===== config.mk =====
export PLATFORM = sky130hd
export DESIGN_NAME = gpd_bank
export DESIGN_NICKNAME = d
export VERILOG_FILES = /design/src/rtl/gpd_bank.v /design/src/rtl/gpd_sync.v
export VERILOG_INCLUDE_DIRS = /design/src /design/src/rtl
export SDC_FILE = /design/constraint.sdc
export NUM_CORES = 1
export LEC_CHECK = 0
export BUFFER_PORTS_ARGS = -buffer_cell sky130_fd_sc_hd__buf_2
export CORE_MARGIN = 2
export CORE_UTILIZATION = 35
export CTS_CLUSTER_DIAMETER = 100
export CTS_CLUSTER_SIZE = 28
export DETAILED_ROUTE_END_ITERATION = 10
export SLEW_MARGIN = 20
export SYNTH_ARGS = -nofsm -noshare
export SYNTH_HDL_FRONTEND = slang
export SYNTH_SLANG_ARGS = --single-unit
export TNS_END_PERCENT = 5

===== constraint.sdc =====
create_clock -name pclk -period 7.8 [get_ports pclk]
set_input_delay 0.78 -clock pclk [delete_from_list [all_inputs] [get_ports pclk]]
set_output_delay 0.78 -clock pclk [all_outputs]
set_load 0.05 [all_outputs]

===== src/rtl/gpd_consts.vh =====
// constants for the pin data register bank: indices, field positions, resets
// assumes inclusion by bare name from every design file that decodes registers
`ifndef GPD_CONSTS_VH
`define GPD_CONSTS_VH

// register indices relative to the power event block base (byte address = 4 x index)
`define GPD_IDX_BANK_ONE 10'h04B
`define GPD_IDX_BANK_TWO 10'h04C
`define GPD_IDX_BANK_THREE 10'h04D
`define GPD_IDX_BANK_FOUR 10'h04E
`define GPD_IDX_BANK_FIVE 10'h04F
`define GPD_IDX_BANK_SIX 10'h050
`define GPD_IDX_CFG_FIRST 10'h010
`define GPD_IDX_CFG_LAST 10'h03F

// absolute index of the base register itself, and its reset value
`define GPD_IDX_BASE_REG 10'h3FF
`define GPD_BASE_RESET 10'h100

// configuration register fields
`define GPD_CFG_DIR 0
`define GPD_CFG_POL 1
`define GPD_CFG_FN_LO 2
`define GPD_CFG_FN_HI 3
`define GPD_CFG_OD 7
`define GPD_CFG_RESET 8'h01
`define GPD_CFG_RESET_IR 8'h05

// function select codes
`define GPD_FN_GPIO 2'h0

// slots whose default function is the infrared receiver and transmitter
`define GPD_SLOT_IR_RX 20
`define GPD_SLOT_IR_TX 21

// slot layout: 6 banks of 8 bits, reserved slots cleared in the mask
`define GPD_BANKS 6
`define GPD_SLOTS 48
`define GPD_VALID_MASK 48'h03FF0FFFF7FF

`endif


===== src/rtl/gpd_bank.v =====
// pin data register bank: six byte-wide data registers, one config byte per pin
// assumes a single APB master on pclk; pin inputs are asynchronous and are
// synchronised here; alternate function logic lives outside on pclk
`timescale 1ns/100ps
`include "gpd_consts.vh"

module gpd_bank #(
   parameter ADDR_W = 12
)
(
   // apb slave
   input wire pclk,
   input wire presetn,
   input wire psel,
   input wire penable,
   input wire pwrite,
   input wire [ADDR_W-1:0] paddr,
   input wire [31:0] pwdata,
   output reg [31:0] prdata,
   output reg pready,
   output reg pslverr,
   // pins, one slot per data bit
   input wire [47:0] pin_in,
   output reg [47:0] pin_out,
   output reg [47:0] pin_oe,
   // alternate functions, three per slot, slot s uses bits 3*s+k
   input wire [143:0] alt_dout,
   input wire [143:0] alt_doe,
   output reg [47:0] pin_level,
   output reg [95:0] pin_fn
);

localparam [47:0] VALID = `GPD_VALID_MASK;

// word index relative to the programmable block base
function [9:0] rel_index;
   input [ADDR_W-1:0] a;
   input [9:0] b;
   begin
      rel_index = a[ADDR_W-1:2] - b;
   end
endfunction

// true when the relative index falls in [lo, hi]
function in_range;
   input [9:0] r;
   input [9:0] lo;
   input [9:0] hi;
   begin
      in_range = (r >= lo) && (r <= hi);
   end
endfunction

// bit of the alternate buses for function f of slot s; f of zero is gpio
function integer alt_bit;
   input integer s;
   input [1:0] f;
   begin
      alt_bit = 3 * s + f - 1;
   end
endfunction

// registers
reg [9:0] base_reg;
reg [7:0] cfg_reg [0:47];
reg [47:0] data_reg;
reg [47:0] data_next;

// synchronised pin levels
wire [47:0] pin_sync;

gpd_sync #(
   .W(48)
)
u_sync (
   .clk(pclk),
   .rst_n(presetn),
   .d_async(pin_in),
   .q_sync(pin_sync)
);

// decode
wire [9:0] rel;
wire hit_base;
wire hit_data;
wire hit_cfg;
wire [9:0] bank_off;
wire [9:0] cfg_off;
wire [5:0] cfg_slot;
wire cfg_ok;
wire mapped;
wire setup_ph;
wire access_ph;

assign rel = rel_index(paddr, base_reg);
assign hit_base = (paddr[ADDR_W-1:2] == `GPD_IDX_BASE_REG);
assign hit_data = !hit_base && in_range(rel, `GPD_IDX_BANK_ONE, `GPD_IDX_BANK_SIX);
assign hit_cfg = !hit_base && in_range(rel, `GPD_IDX_CFG_FIRST, `GPD_IDX_CFG_LAST);
assign bank_off = rel - `GPD_IDX_BANK_ONE;
assign cfg_off = rel - `GPD_IDX_CFG_FIRST;
assign cfg_slot = cfg_off[5:0];
assign cfg_ok = hit_cfg && VALID[cfg_slot];
assign mapped = hit_base || hit_data || cfg_ok;
assign setup_ph = psel && !penable;
assign access_ph = psel && penable && pready;

// write strobes, taken only in the access cycle, and a bank touch strobe taken in setup or access
wire wr_commit;
wire wr_base;
wire wr_cfg;
wire bank_touch;

assign wr_commit = access_ph && pwrite;
assign wr_base = wr_commit && hit_base;
assign wr_cfg = wr_commit && cfg_ok;
assign bank_touch = setup_ph || access_ph;

// per-slot views of config
reg [47:0] is_input;
reg [47:0] pol;
reg [47:0] pin_view;
integer i;

always @*
begin
   is_input = 48'h000000000000;
   pol = 48'h000000000000;
   pin_view = 48'h000000000000;
   for (i = 0; i < 48; i = i + 1)
   begin
      is_input[i] = cfg_reg[i][`GPD_CFG_DIR];
      pol[i] = cfg_reg[i][`GPD_CFG_POL];
      // input view carries the polarity inversion
      pin_view[i] = VALID[i] & (pin_sync[i] ^ cfg_reg[i][`GPD_CFG_POL]);
   end
end

// byte image of the addressed bank as software should see it
reg [7:0] bank_rd;
reg [47:0] bank_sel;
integer j;

always @*
begin
   bank_rd = 8'h00;
   bank_sel = 48'h000000000000;
   for (j = 0; j < 48; j = j + 1)
   begin
      if (hit_data && (j / 8 == bank_off) && VALID[j])
      begin
         bank_sel[j] = 1'b1;
         if (is_input[j])
            bank_rd[j % 8] = pin_view[j];
         else
            bank_rd[j % 8] = data_reg[j];
      end
   end
end

// data latch: input bits sample the pin on every read and write of their
// bank, output bits take software writes only
integer k;

always @*
begin
   data_next = data_reg;
   for (k = 0; k < 48; k = k + 1)
   begin
      if (bank_sel[k] && is_input[k] && bank_touch)
         data_next[k] = pin_view[k];
      else if (bank_sel[k] && !is_input[k] && wr_commit)
         data_next[k] = pwdata[k % 8];
      // writes to input bits fall through untouched
   end
   data_next = data_next & VALID;
end

always @(posedge pclk or negedge presetn)
begin
   if (!presetn)
      data_reg <= 48'h000000000000;
   else
      data_reg <= data_next;
end

// configuration bytes, one per pin
integer m;

always @(posedge pclk or negedge presetn)
begin
   if (!presetn)
   begin
      for (m = 0; m < 48; m = m + 1)
      begin
         if (m == `GPD_SLOT_IR_RX || m == `GPD_SLOT_IR_TX)
            cfg_reg[m] <= `GPD_CFG_RESET_IR;
         else
            cfg_reg[m] <= `GPD_CFG_RESET;
      end
   end
   else if (wr_cfg)
   begin
      cfg_reg[cfg_slot] <= pwdata[7:0];
   end
end

// block base, relocatable by software
always @(posedge pclk or negedge presetn)
begin
   if (!presetn)
      base_reg <= `GPD_BASE_RESET;
   else if (wr_base)
      base_reg <= pwdata[9:0];
end

// apb answer: no wait states, data and error prepared in the setup cycle
// so that every bus output comes straight from a flop
reg [31:0] rd_word;

always @*
begin
   rd_word = 32'h00000000;
   if (hit_base)
      rd_word = {22'h000000, base_reg};
   else if (hit_data)
      rd_word = {24'h000000, bank_rd};
   else if (cfg_ok)
      rd_word = {24'h000000, cfg_reg[cfg_slot]};
end

reg pready_next;
reg [31:0] prdata_next;
reg pslverr_next;

always @*
begin
   pready_next = 1'b0;
   prdata_next = 32'h00000000;
   pslverr_next = 1'b0;
   if (setup_ph)
   begin
      pready_next = 1'b1;
      // writes answer with zero data so prdata stays quiet
      if (!pwrite)
         prdata_next = rd_word;
      pslverr_next = !mapped;
   end
end

always @(posedge pclk or negedge presetn)
begin
   if (!presetn)
   begin
      pready <= 1'b0;
      prdata <= 32'h00000000;
      pslverr <= 1'b0;
   end
   else
   begin
      pready <= pready_next;
      prdata <= prdata_next;
      pslverr <= pslverr_next;
   end
end

// pin drive: function mux, polarity, open drain
reg [47:0] out_next;
reg [47:0] oe_next;
reg [95:0] fn_next;
reg [1:0] fn;
reg val;
reg en;
integer n;

always @*
begin
   out_next = 48'h000000000000;
   oe_next = 48'h000000000000;
   fn_next = 96'h000000000000000000000000;
   fn = `GPD_FN_GPIO;
   val = 1'b0;
   en = 1'b0;
   for (n = 0; n < 48; n = n + 1)
   begin
      fn = cfg_reg[n][`GPD_CFG_FN_HI:`GPD_CFG_FN_LO];
      if (fn == `GPD_FN_GPIO)
      begin
         val = data_reg[n] ^ pol[n];
         en = !is_input[n];
      end
      else
      begin
         val = alt_dout[alt_bit(n, fn)] ^ pol[n];
         en = alt_doe[alt_bit(n, fn)];
      end
      // open drain drives low only, floats for a high
      if (cfg_reg[n][`GPD_CFG_OD])
      begin
         oe_next[n] = VALID[n] & en & !val;
         out_next[n] = 1'b0;
      end
      else
      begin
         oe_next[n] = VALID[n] & en;
         out_next[n] = VALID[n] & val;
      end
      fn_next[2 * n +: 2] = VALID[n] ? fn : `GPD_FN_GPIO;
   end
end

always @(posedge pclk or negedge presetn)
begin
   if (!presetn)
   begin
      pin_out <= 48'h000000000000;
      pin_oe <= 48'h000000000000;
      pin_level <= 48'h000000000000;
      pin_fn <= 96'h000000000000000000000000;
   end
   else
   begin
      pin_out <= out_next;
      pin_oe <= oe_next;
      // alternate functions see the raw synchronised level
      pin_level <= pin_sync & VALID;
      pin_fn <= fn_next;
   end
end

endmodule // gpd_bank


===== src/rtl/gpd_sync.v =====
// two-flop synchroniser for a bus of independent pin levels
// assumes each bit is unrelated to the others; no word coherence is promised
`timescale 1ns/100ps

module gpd_sync #(
   parameter W = 48
)
(
   // clock and reset
   input wire clk,
   input wire rst_n,
   // levels
   input wire [W-1:0] d_async,
   output reg [W-1:0] q_sync
);

reg [W-1:0] meta_reg;

always @(posedge clk or negedge rst_n)
begin
   if (!rst_n)
   begin
      meta_reg <= {W{1'b0}};
      q_sync <= {W{1'b0}};
   end
   else
   begin
      meta_reg <= d_async;
      q_sync <= meta_reg;
   end
end

endmodule // gpd_sync


# Word-level counts from Yosys, hierarchy flattened
# Memory sizes are Yosys's and may differ from the RTL's.
# Index checks and enable logic that the tools add are counted.
# totals
mem_bits_ro	64
memories	1
regBits	734
input_bits	385
# mem_list
name	words	width	read_ports	rd_clocked_by_memory_dff	wr	line	rtl
(no name shown)	64	1	1	0	0	gpd_bank.v:102	assign cfg_ok = hit_cfg && VALID[cfg_slot];
# op_classes
addsub	76
bitwise	149
n_reduce_logical	321
n_mux	538
order_cmp	44
eq_ne	6
# op_table
operator	count
$bmux W1 S8	74
$mux W1	453
$bwmux W384	1
$logic_and A1 B1 Y1	166
$lt A9 B10 Y1 const B	16
$sub A8 B1 Y9 const B	16
$add A7 B2 Y8 const A	16
$mux W32	4
$xor A1 B1 Y1	111
$lt A8 B10 Y1 const B	10
$sub A7 B1 Y8 const B	10
$logic_not A1 Y1	77
$logic_not A2 Y1	37
$reduce_bool A2 Y1	37
$add A6 B2 Y7 const A	10
$lt A7 B10 Y1 const B	5
$bmux W8 S6	1
$demux W8 S6	1
$and A1 B1 Y1	37
$sub A6 B1 Y7 const B	5
$mux W8	4
$add A5 B2 Y6 const A	5
$lt A6 B10 Y1 const B	3
$eq A2 B10 Y1 const A	2
26 further kinds	33

# Depth between registers and ports, before layout
# Gate-level depths: netlist of run 1.
# logic_depth
ltp_word	15
depth_mapped	15

# Hierarchy
# From an unflattened synthesis of run 1, not the netlist that was laid out.
# unflattened
cells_unflattened	2440
hier_area_um2	34326.7
# modules_own_cells
mod	instances	seq_area_each_um2	cells_each	area_each_um2
gpd_bank	1	15778.9	2344	31924.4
gpd_sync	1	2402.3	96	2402.3

# Worst setup path before layout of run 1
# Ideal clock, no wire load.
# synth_path
path_kind	input-to-reg
startpoint	in paddr[2]
endpoint	reg cfg_reg[113] (netlist bit)
cell_stages	14
arrival_ns	4.346
path_slack_ns	3.329
path_buffers	1
path_cell_list	inv_1 ha_1 fa_1 nand2b_1 o2bb2ai_1 xnor2_1 inv_1 ha_1 a21o_1 a31oi_1 nor4_4 buf_2 nand3_2 mux2_2
# synth_via
elab_chain_cells	8
elab_cells_between_ends	19
# synth_rtl
element	line	rtl
start: declaration	gpd_bank.v:17	input wire [ADDR_W-1:0] paddr,
$sub A10 B10 Y10	gpd_bank.v:40	rel_index = a[ADDR_W-1:2] - b;
$sub A6 B5 Y6 (no source line)	--	
$not A6 Y7 (implied by the code)	gpd_bank.v:203	cfg_reg[cfg_slot] <= pwdata[7:0];
$ge A7 B7 Y1 (implied by the code) / $lt A7 B1 Y1 (equally long branches)	gpd_bank.v:203	
$logic_and A1 B1 Y1 (implied by the code)	gpd_bank.v:203	
$mux W8 (implied by the code)	gpd_bank.v:203	
$demux W8 S6	gpd_bank.v:203	
$bwmux W384	gpd_bank.v:203	
end signal: indexed assignment	gpd_bank.v:196	cfg_reg[m] <= `GPD_CFG_RESET_IR;
end signal: indexed assignment	gpd_bank.v:198	cfg_reg[m] <= `GPD_CFG_RESET;
end signal: indexed assignment	gpd_bank.v:203	
end: declaration	gpd_bank.v:65	reg [7:0] cfg_reg [0:47];
# Several ways; a longest one is shown, not always the timed one. The select of a mux whose other input is x is not followed.
# A chain may end at the register's enable or synchronous reset.

# Worst setup path after layout of run 1
# layout_path
startpoint	reg base_reg[0]
endpoint	reg prdata[2]
# layout_via
elab_chain_cells	14
elab_cells_between_ends	38
# layout_rtl
element	line	rtl
start: declaration	gpd_bank.v:64	reg [9:0] base_reg;
start signal: assignment	gpd_bank.v:211	base_reg <= `GPD_BASE_RESET;
start signal: assignment	gpd_bank.v:213	base_reg <= pwdata[9:0];
$sub A10 B10 Y10 (*)	gpd_bank.v:40	
parallel branches: the longest is 9 deep, another holds $sub A6 B5 Y6	--	
$mux W32 (*)	gpd_bank.v:225	else if (hit_data)
$mux W32 (*)	gpd_bank.v:223	if (hit_base)
$mux W32 (*)	gpd_bank.v:244	if (!pwrite)
$mux W32 (*)	gpd_bank.v:240	if (setup_ph)
net prdata_next[2]	gpd_bank.v:232	reg [31:0] prdata_next;
end signal: assignment	gpd_bank.v:261	prdata <= prdata_next;
end: declaration	gpd_bank.v:19	output reg [31:0] prdata,
# Mark *: on every way through the listed nets, which the timed path passes. The select of a mux whose other input is x is not followed.

==> flow_metrics.tcl, run 1 <==
set metrics [dict create \
    p_leak_nw 17.9 \
    synth_seq_cells 702 \
    post-route-period-util_pct 71.0 \
    synthCells 2463 \
    hpwl_mm 72.7 \
    first_pass_iters 5 \
    synth_top_family_by_area "multiplexers" \
    slew_violations 0 \
    finalInstanceArea_um2 38700 \
    cp_data_arrival_time_ps 5960 \
    grt_usage_pct 20.0 \
    finClkSkew_ps 39.2 \
    root_buffer "clkbuf_16" \
    vias 22300 \
    path_clk_slew_ps 110 \
    cp_max_fo 24 \
    synthArstFlopShare_pct 100 \
    finalWorstSetupSlack_ps 2260 \
    synth-simple-area-share_pct 6.98 \
    powerDensity_nw_per_um2 169 \
    rows 114 \
    final_common_cell "dfrtp_1" \
    via_per_inst 5.30 \
    totalWireLength_mm 101 \
    die_h_um 315 \
    drive_gt1_share_pct 42.3 \
    cts_inserted_buffers 34 \
    synth_compound_area_share_pct 6.05 \
    dpl_cell_area_um2 37600 \
    period_needed_ps 5540 \
    vdd_drop_max_mv 0.163 \
    dieArea_um2 99500 \
    netlist_area_um2 33900 \
    postCtsHoldBufs 0 \
    nets 3323 \
    clkSinkCount 702 \
    grt_remaining_overflow 0 \
    ys_types 67 \
    crit_path_end_kind "flop" \
    areaGrowthSynthToFinish_pct 14.1 \
    ys_warn_count 0 \
    cts.htree.levels 2 \
    drc 0 \
    cap_violations 0 \
    drtAntennaViolNets 0 \
    yosysSeqAreaShare_pct 52.0 \
    grt_pass1_vias 22700 \
    io_buffers 486 \
    wl_per_cell_um 23.9 \
    final_cell_mix "dfrtp_1 (651), buf_2 (485), mux2_2 (401)" \
    fmax_mhz 180 \
    post_cts_buffers 0 \
    status "finished clean" \
    cts.repair.resized 0 \
    worst_pin_slew_ps 1200 \
    grt_max_degree 161 \
    rsz0062_at_grt "no" \
    start_util_pct 35.2 \
    place_ws_ps 2020 \
    required_ps 8220 \
    largest_reg_flops 384 \
    core_area_um2 96400 \
    synth_edf_count 0 \
    die_x_um 315 \
    muxShareOfSynthArea_pct 27.5 \
    synthAdderAreaFrac_pct 1.61 \
    setup_viol 0 \
    clk_latency_ps 610 \
    routabilityCongestion 0.906 \
    grt_antenna_before_repair 12 \
    io_pins 659 \
    cts.path.max_buffers 3 \
    setup_tns_ps 0 \
    hp-class "primary input to async pin" \
    cts_tree "done" \
    ys.flop_type "dfrtp_1" \
    grt_pass1_wl_mm 150 \
    slew_headroom_pct 19.5 \
    syn_avg_cell_area_um2 13.8 \
    first_iter_violations 1535 \
    path_class "flop to flop" \
    final_hold_viol_count 0 \
    synth_xor_xnor_area_share_pct 2.06 \
    crit_path_start_kind "flop" \
]
==> logic make-up after synthesis <==
family	after synthesis
mux	685
buf+inv	256
simple gates	403
flops	702
compound gates	293
fa+ha+maj	43
xor+xnor	80
other cells	1
==> layout make-up <==
| type | instances | area, um2 |
|---|---|---|
| tap | 1276 | 1600 |
| multi-input combinational | 1581 | 15400 |
| fill | 9163 | 57700 |
| sequential | 702 | 17600 |
| antenna | 3 | 7.51 |
| inverter | 57 | 214 |
| clock inverter | 12 | 156 |
| timing repair buffer | 519 | 2740 |
| clock buffer | 49 | 948 |
==> synthesized netlist by cell type, drive strengths merged (39+ instances only) <==
cell type	count	area [um2]
dfrtp	651	16300
a211oi	39	293
o21ai	44	220
clkbuf	83	312
dfstp	51	1340
xor2	58	508
ha	42	526
nand2	86	323
inv	57	214
buf	116	757
mux4	159	3580
nand3	80	626
a21oi	54	270
nor2b	76	475
mux2	401	4520
mux2i	125	1250
nor2	71	269
==> critical path: stages, from the launching register on <==
cell and delay, ps:
dfrtp_1 430, ha_4 190, fa_4 1070, nand2_1 260
nor2_2 630, nand2_1 200, o32ai_1 340, nand3_1 500
nor3_1 660, a21oi_1 190, a2111oi_0 870
==> per-stage QoR <==
stage	total power [mW]	util (%)	hold slack (ps)	instances
final	6.54	40.1	245	4199
after global routing	6.78	40.1	253	4199
after CTS	6.62	40.1	250	4196
after detailed placement	4.40	39.0	335	4135
after global placement	4.40	39.0	331	4135
after floorplan	4.13	-	331	2539
==> per-layer routing <==
| layer | vias to the layer above | wire length (um) | global-route usage, % |
|---|---|---|---|
| li1 | 9832 | - | - |
| met1 | 11700 | 41500 | 26.0 |
| met2 | 581 | 50900 | 34.6 |
| met3 | 128 | 5480 | 3.47 |
| met4 | 12 | 2520 | 4.93 |
| met5 | - | 83 | 0 |
==> report_power, final <==
part           internal [mW]  switching (mW)  leakage [nW]
clock network          0.931            1.28         0.533
logic                  0.177           0.461          8.35
registers               3.67          0.0179          9.01
total                   4.78            1.76          17.9
==> final timing paths <==
check / startpoint / endpoint / slack (ps) / depth (start not counted)
min in group pclk: pin_in[22] / u_sync.meta_reg[22] / 280 / 1
worst min register to register: u_sync.meta_reg[40] / u_sync.q_sync[40] / 350 / 0
worst max register to register: base_reg[0] / prdata[2] / 2260 / 10
worst max-delay path: base_reg[0] / prdata[2] / 2260 / 10
max in group asynchronous: presetn / pin_level[12] / 6010 / 2
worst min-delay path: presetn / pin_fn[55] / 250 / 1
Power figures use the tool's default switching activity.
==> run 2: changes to the inputs <==
clock period = 5.6 ns   (was 7.8 ns; I/O delays follow)
==> flow_metrics.tcl, run 2 (synthesis results as in run 1) <==
set metrics [dict create \
    slew_headroom_pct 20.3 \
    final_hold_viol_count 0 \
    r2r-start "base_reg[2]" \
    dp.cells 4167 \
    dieArea_um2 99500 \
    grt_antenna_before_repair 15 \
    final_cells 4239 \
    root_buffer "clkbuf_16" \
    grt_usage_pct 20.2 \
    multiInputGateArea_um2 15400 \
    die_x_um 315 \
    largest_reg_flops 384 \
    via_per_inst 5.32 \
    cts.htree.levels 2 \
    crit_start "base_reg[2]" \
    final_common_cell "dfrtp_1" \
    period_needed_ps 5190 \
    grt_pass1_vias 22900 \
    final_cell_mix "dfrtp_1 (651), buf_2 (485), mux2_2 (401)" \
    finClkSkew_ps 43.2 \
    status "finished clean" \
    worst_pin_slew_ps 1190 \
    cts_tree "done" \
    setup_tns_ps 0 \
    start_util_pct 35.2 \
    path_class "flop to flop" \
    cts.path.max_buffers 3 \
    fmax_mhz 193 \
    totalWireLength_mm 102 \
    post_cts_buffers 0 \
    slew_violations 0 \
    cap_violations 0 \
    io_pins 659 \
    rows 114 \
    first_pass_iters 5 \
    grt_max_degree 160 \
    areaGrowthSynthToFinish_pct 15.3 \
    min-delay-start "pin_in[36]" \
    cp_max_fo 10 \
    io_buffers 486 \
    crit_path_end_kind "flop" \
    hp-class "primary input to flop" \
    whs_path_depth 1 \
    vias 22600 \
    clkSinkCount 702 \
    setup_viol 0 \
    ff_latch_area_um2 17600 \
    required_ps 6150 \
    crit_path_start_kind "flop" \
    first_iter_violations 1668 \
    core_area_um2 96400 \
    drc 0 \
    ff2ff_path_depth 13 \
    p_leak_nw 18.1 \
    nets 3358 \
    routabilityCongestion 0.908 \
    drtAntennaViolNets 0 \
    vdd_drop_max_mv 0.170 \
    finalPower_mw 9.32 \
    drive_gt1_share_pct 43.0 \
    post-route-period-util_pct 92.7 \
    powerDensity_nw_per_um2 238 \
    cts_inserted_buffers 36 \
    cp_slowest_stage_delay_ps 910 \
    cp_data_arrival_time_ps 5740 \
    clk_latency_ps 620 \
    fillers 9216 \
    hpwl_mm 75.0 \
    grt_pass1_wl_mm 151 \
    path_clk_slew_ps 110 \
    wl_per_cell_um 24.0 \
    grt_remaining_overflow 0 \
    rsz0062_at_grt "no" \
    worst_path_max_delay_cell "a2111oi_0" \
    cp_cell_sequence "inv_1 -> ha_1 -> o21a_1 -> a21boi_1 -> o311ai_0 -> inv_1 -> ha_1 -> o32ai_1 -> nand3_1 -> nor3_1 -> a21oi_1 -> a2111oi_0 -> buf_4" \
    die_h_um 315 \
]
run 2: changes by cell type in the layout (fill, tap and decap cells not counted), moves of 2 or more:
cell,previous run,this run
diode_2,3,6
inv_8,2,0
clkbuf_16,35,37
clkinv_16,0,2
inv_16,0,2
inv_12,3,1
clkbuf_8,2,0
buf_4,29,60
clkinv_8,1,3
run 2: per-layer routing:
layer	vias to the layer above	global-route usage, %	routed length (um)	share of wire (%)
met5	-	0	88	0.086
met4	16	6.38	3210	3.2
met3	153	3.57	5370	5.3
met2	655	34.6	51300	50
met1	11800	26.1	41800	41
li1	9908	-	-	-
run 2: through the flow:
step	util, %	hold WS, ps	area (um2)	setup slack [ps]
floorplan	-	264	34200	1350
global placement	39.2	331	37800	444
detailed placement	39.3	335	37900	305
CTS	40.6	0.513	39100	538
global route	40.6	2.99	39100	8.50
finish	40.6	36.6	39100	407
run 2: layout make-up:
cell class	instances	area share, %
Antenna cell	6	0.0384
Clock buffer	48	2.47
Clock inverter	17	0.707
Inverter	57	0.547
Multi-Input combinational cell	1581	39.4
Sequential cell	702	45.1
Tap cell	1276	4.08
Timing Repair Buffer	552	7.68
run 2: power breakdown:
group	internal, mW	switching, mW
Combinational	0.261	0.645
Sequential	5.11	0.0248
Clock	1.41	1.87
run 2: what timing repair did:
action / CTS / global route
endpoints found under the hold margin: 7 / 0
resized for setup: 0 / 0
hold buffers: 1 / 0
run 2: worst paths after layout:
kind	end	slack, ps
min in group asynchronous	pin_level[27]	560
max	prdata[5]	410
max in group asynchronous	u_sync.meta_reg[39]	3550
min	u_sync.meta_reg[36]	40
max reg2reg	prdata[5]	410
min reg2reg	u_sync.q_sync[38]	360
run 2: critical path, delay by kind of cell (launching register included):
kind / cells / cell delay, ps
adder cells (fa/ha/maj): 2 / 750
AO/OA/AOI/OAI: 6 / 2410
buffers and inverters: 3 / 480
flip-flops: 1 / 390
AND/OR/NAND/NOR: 2 / 1070
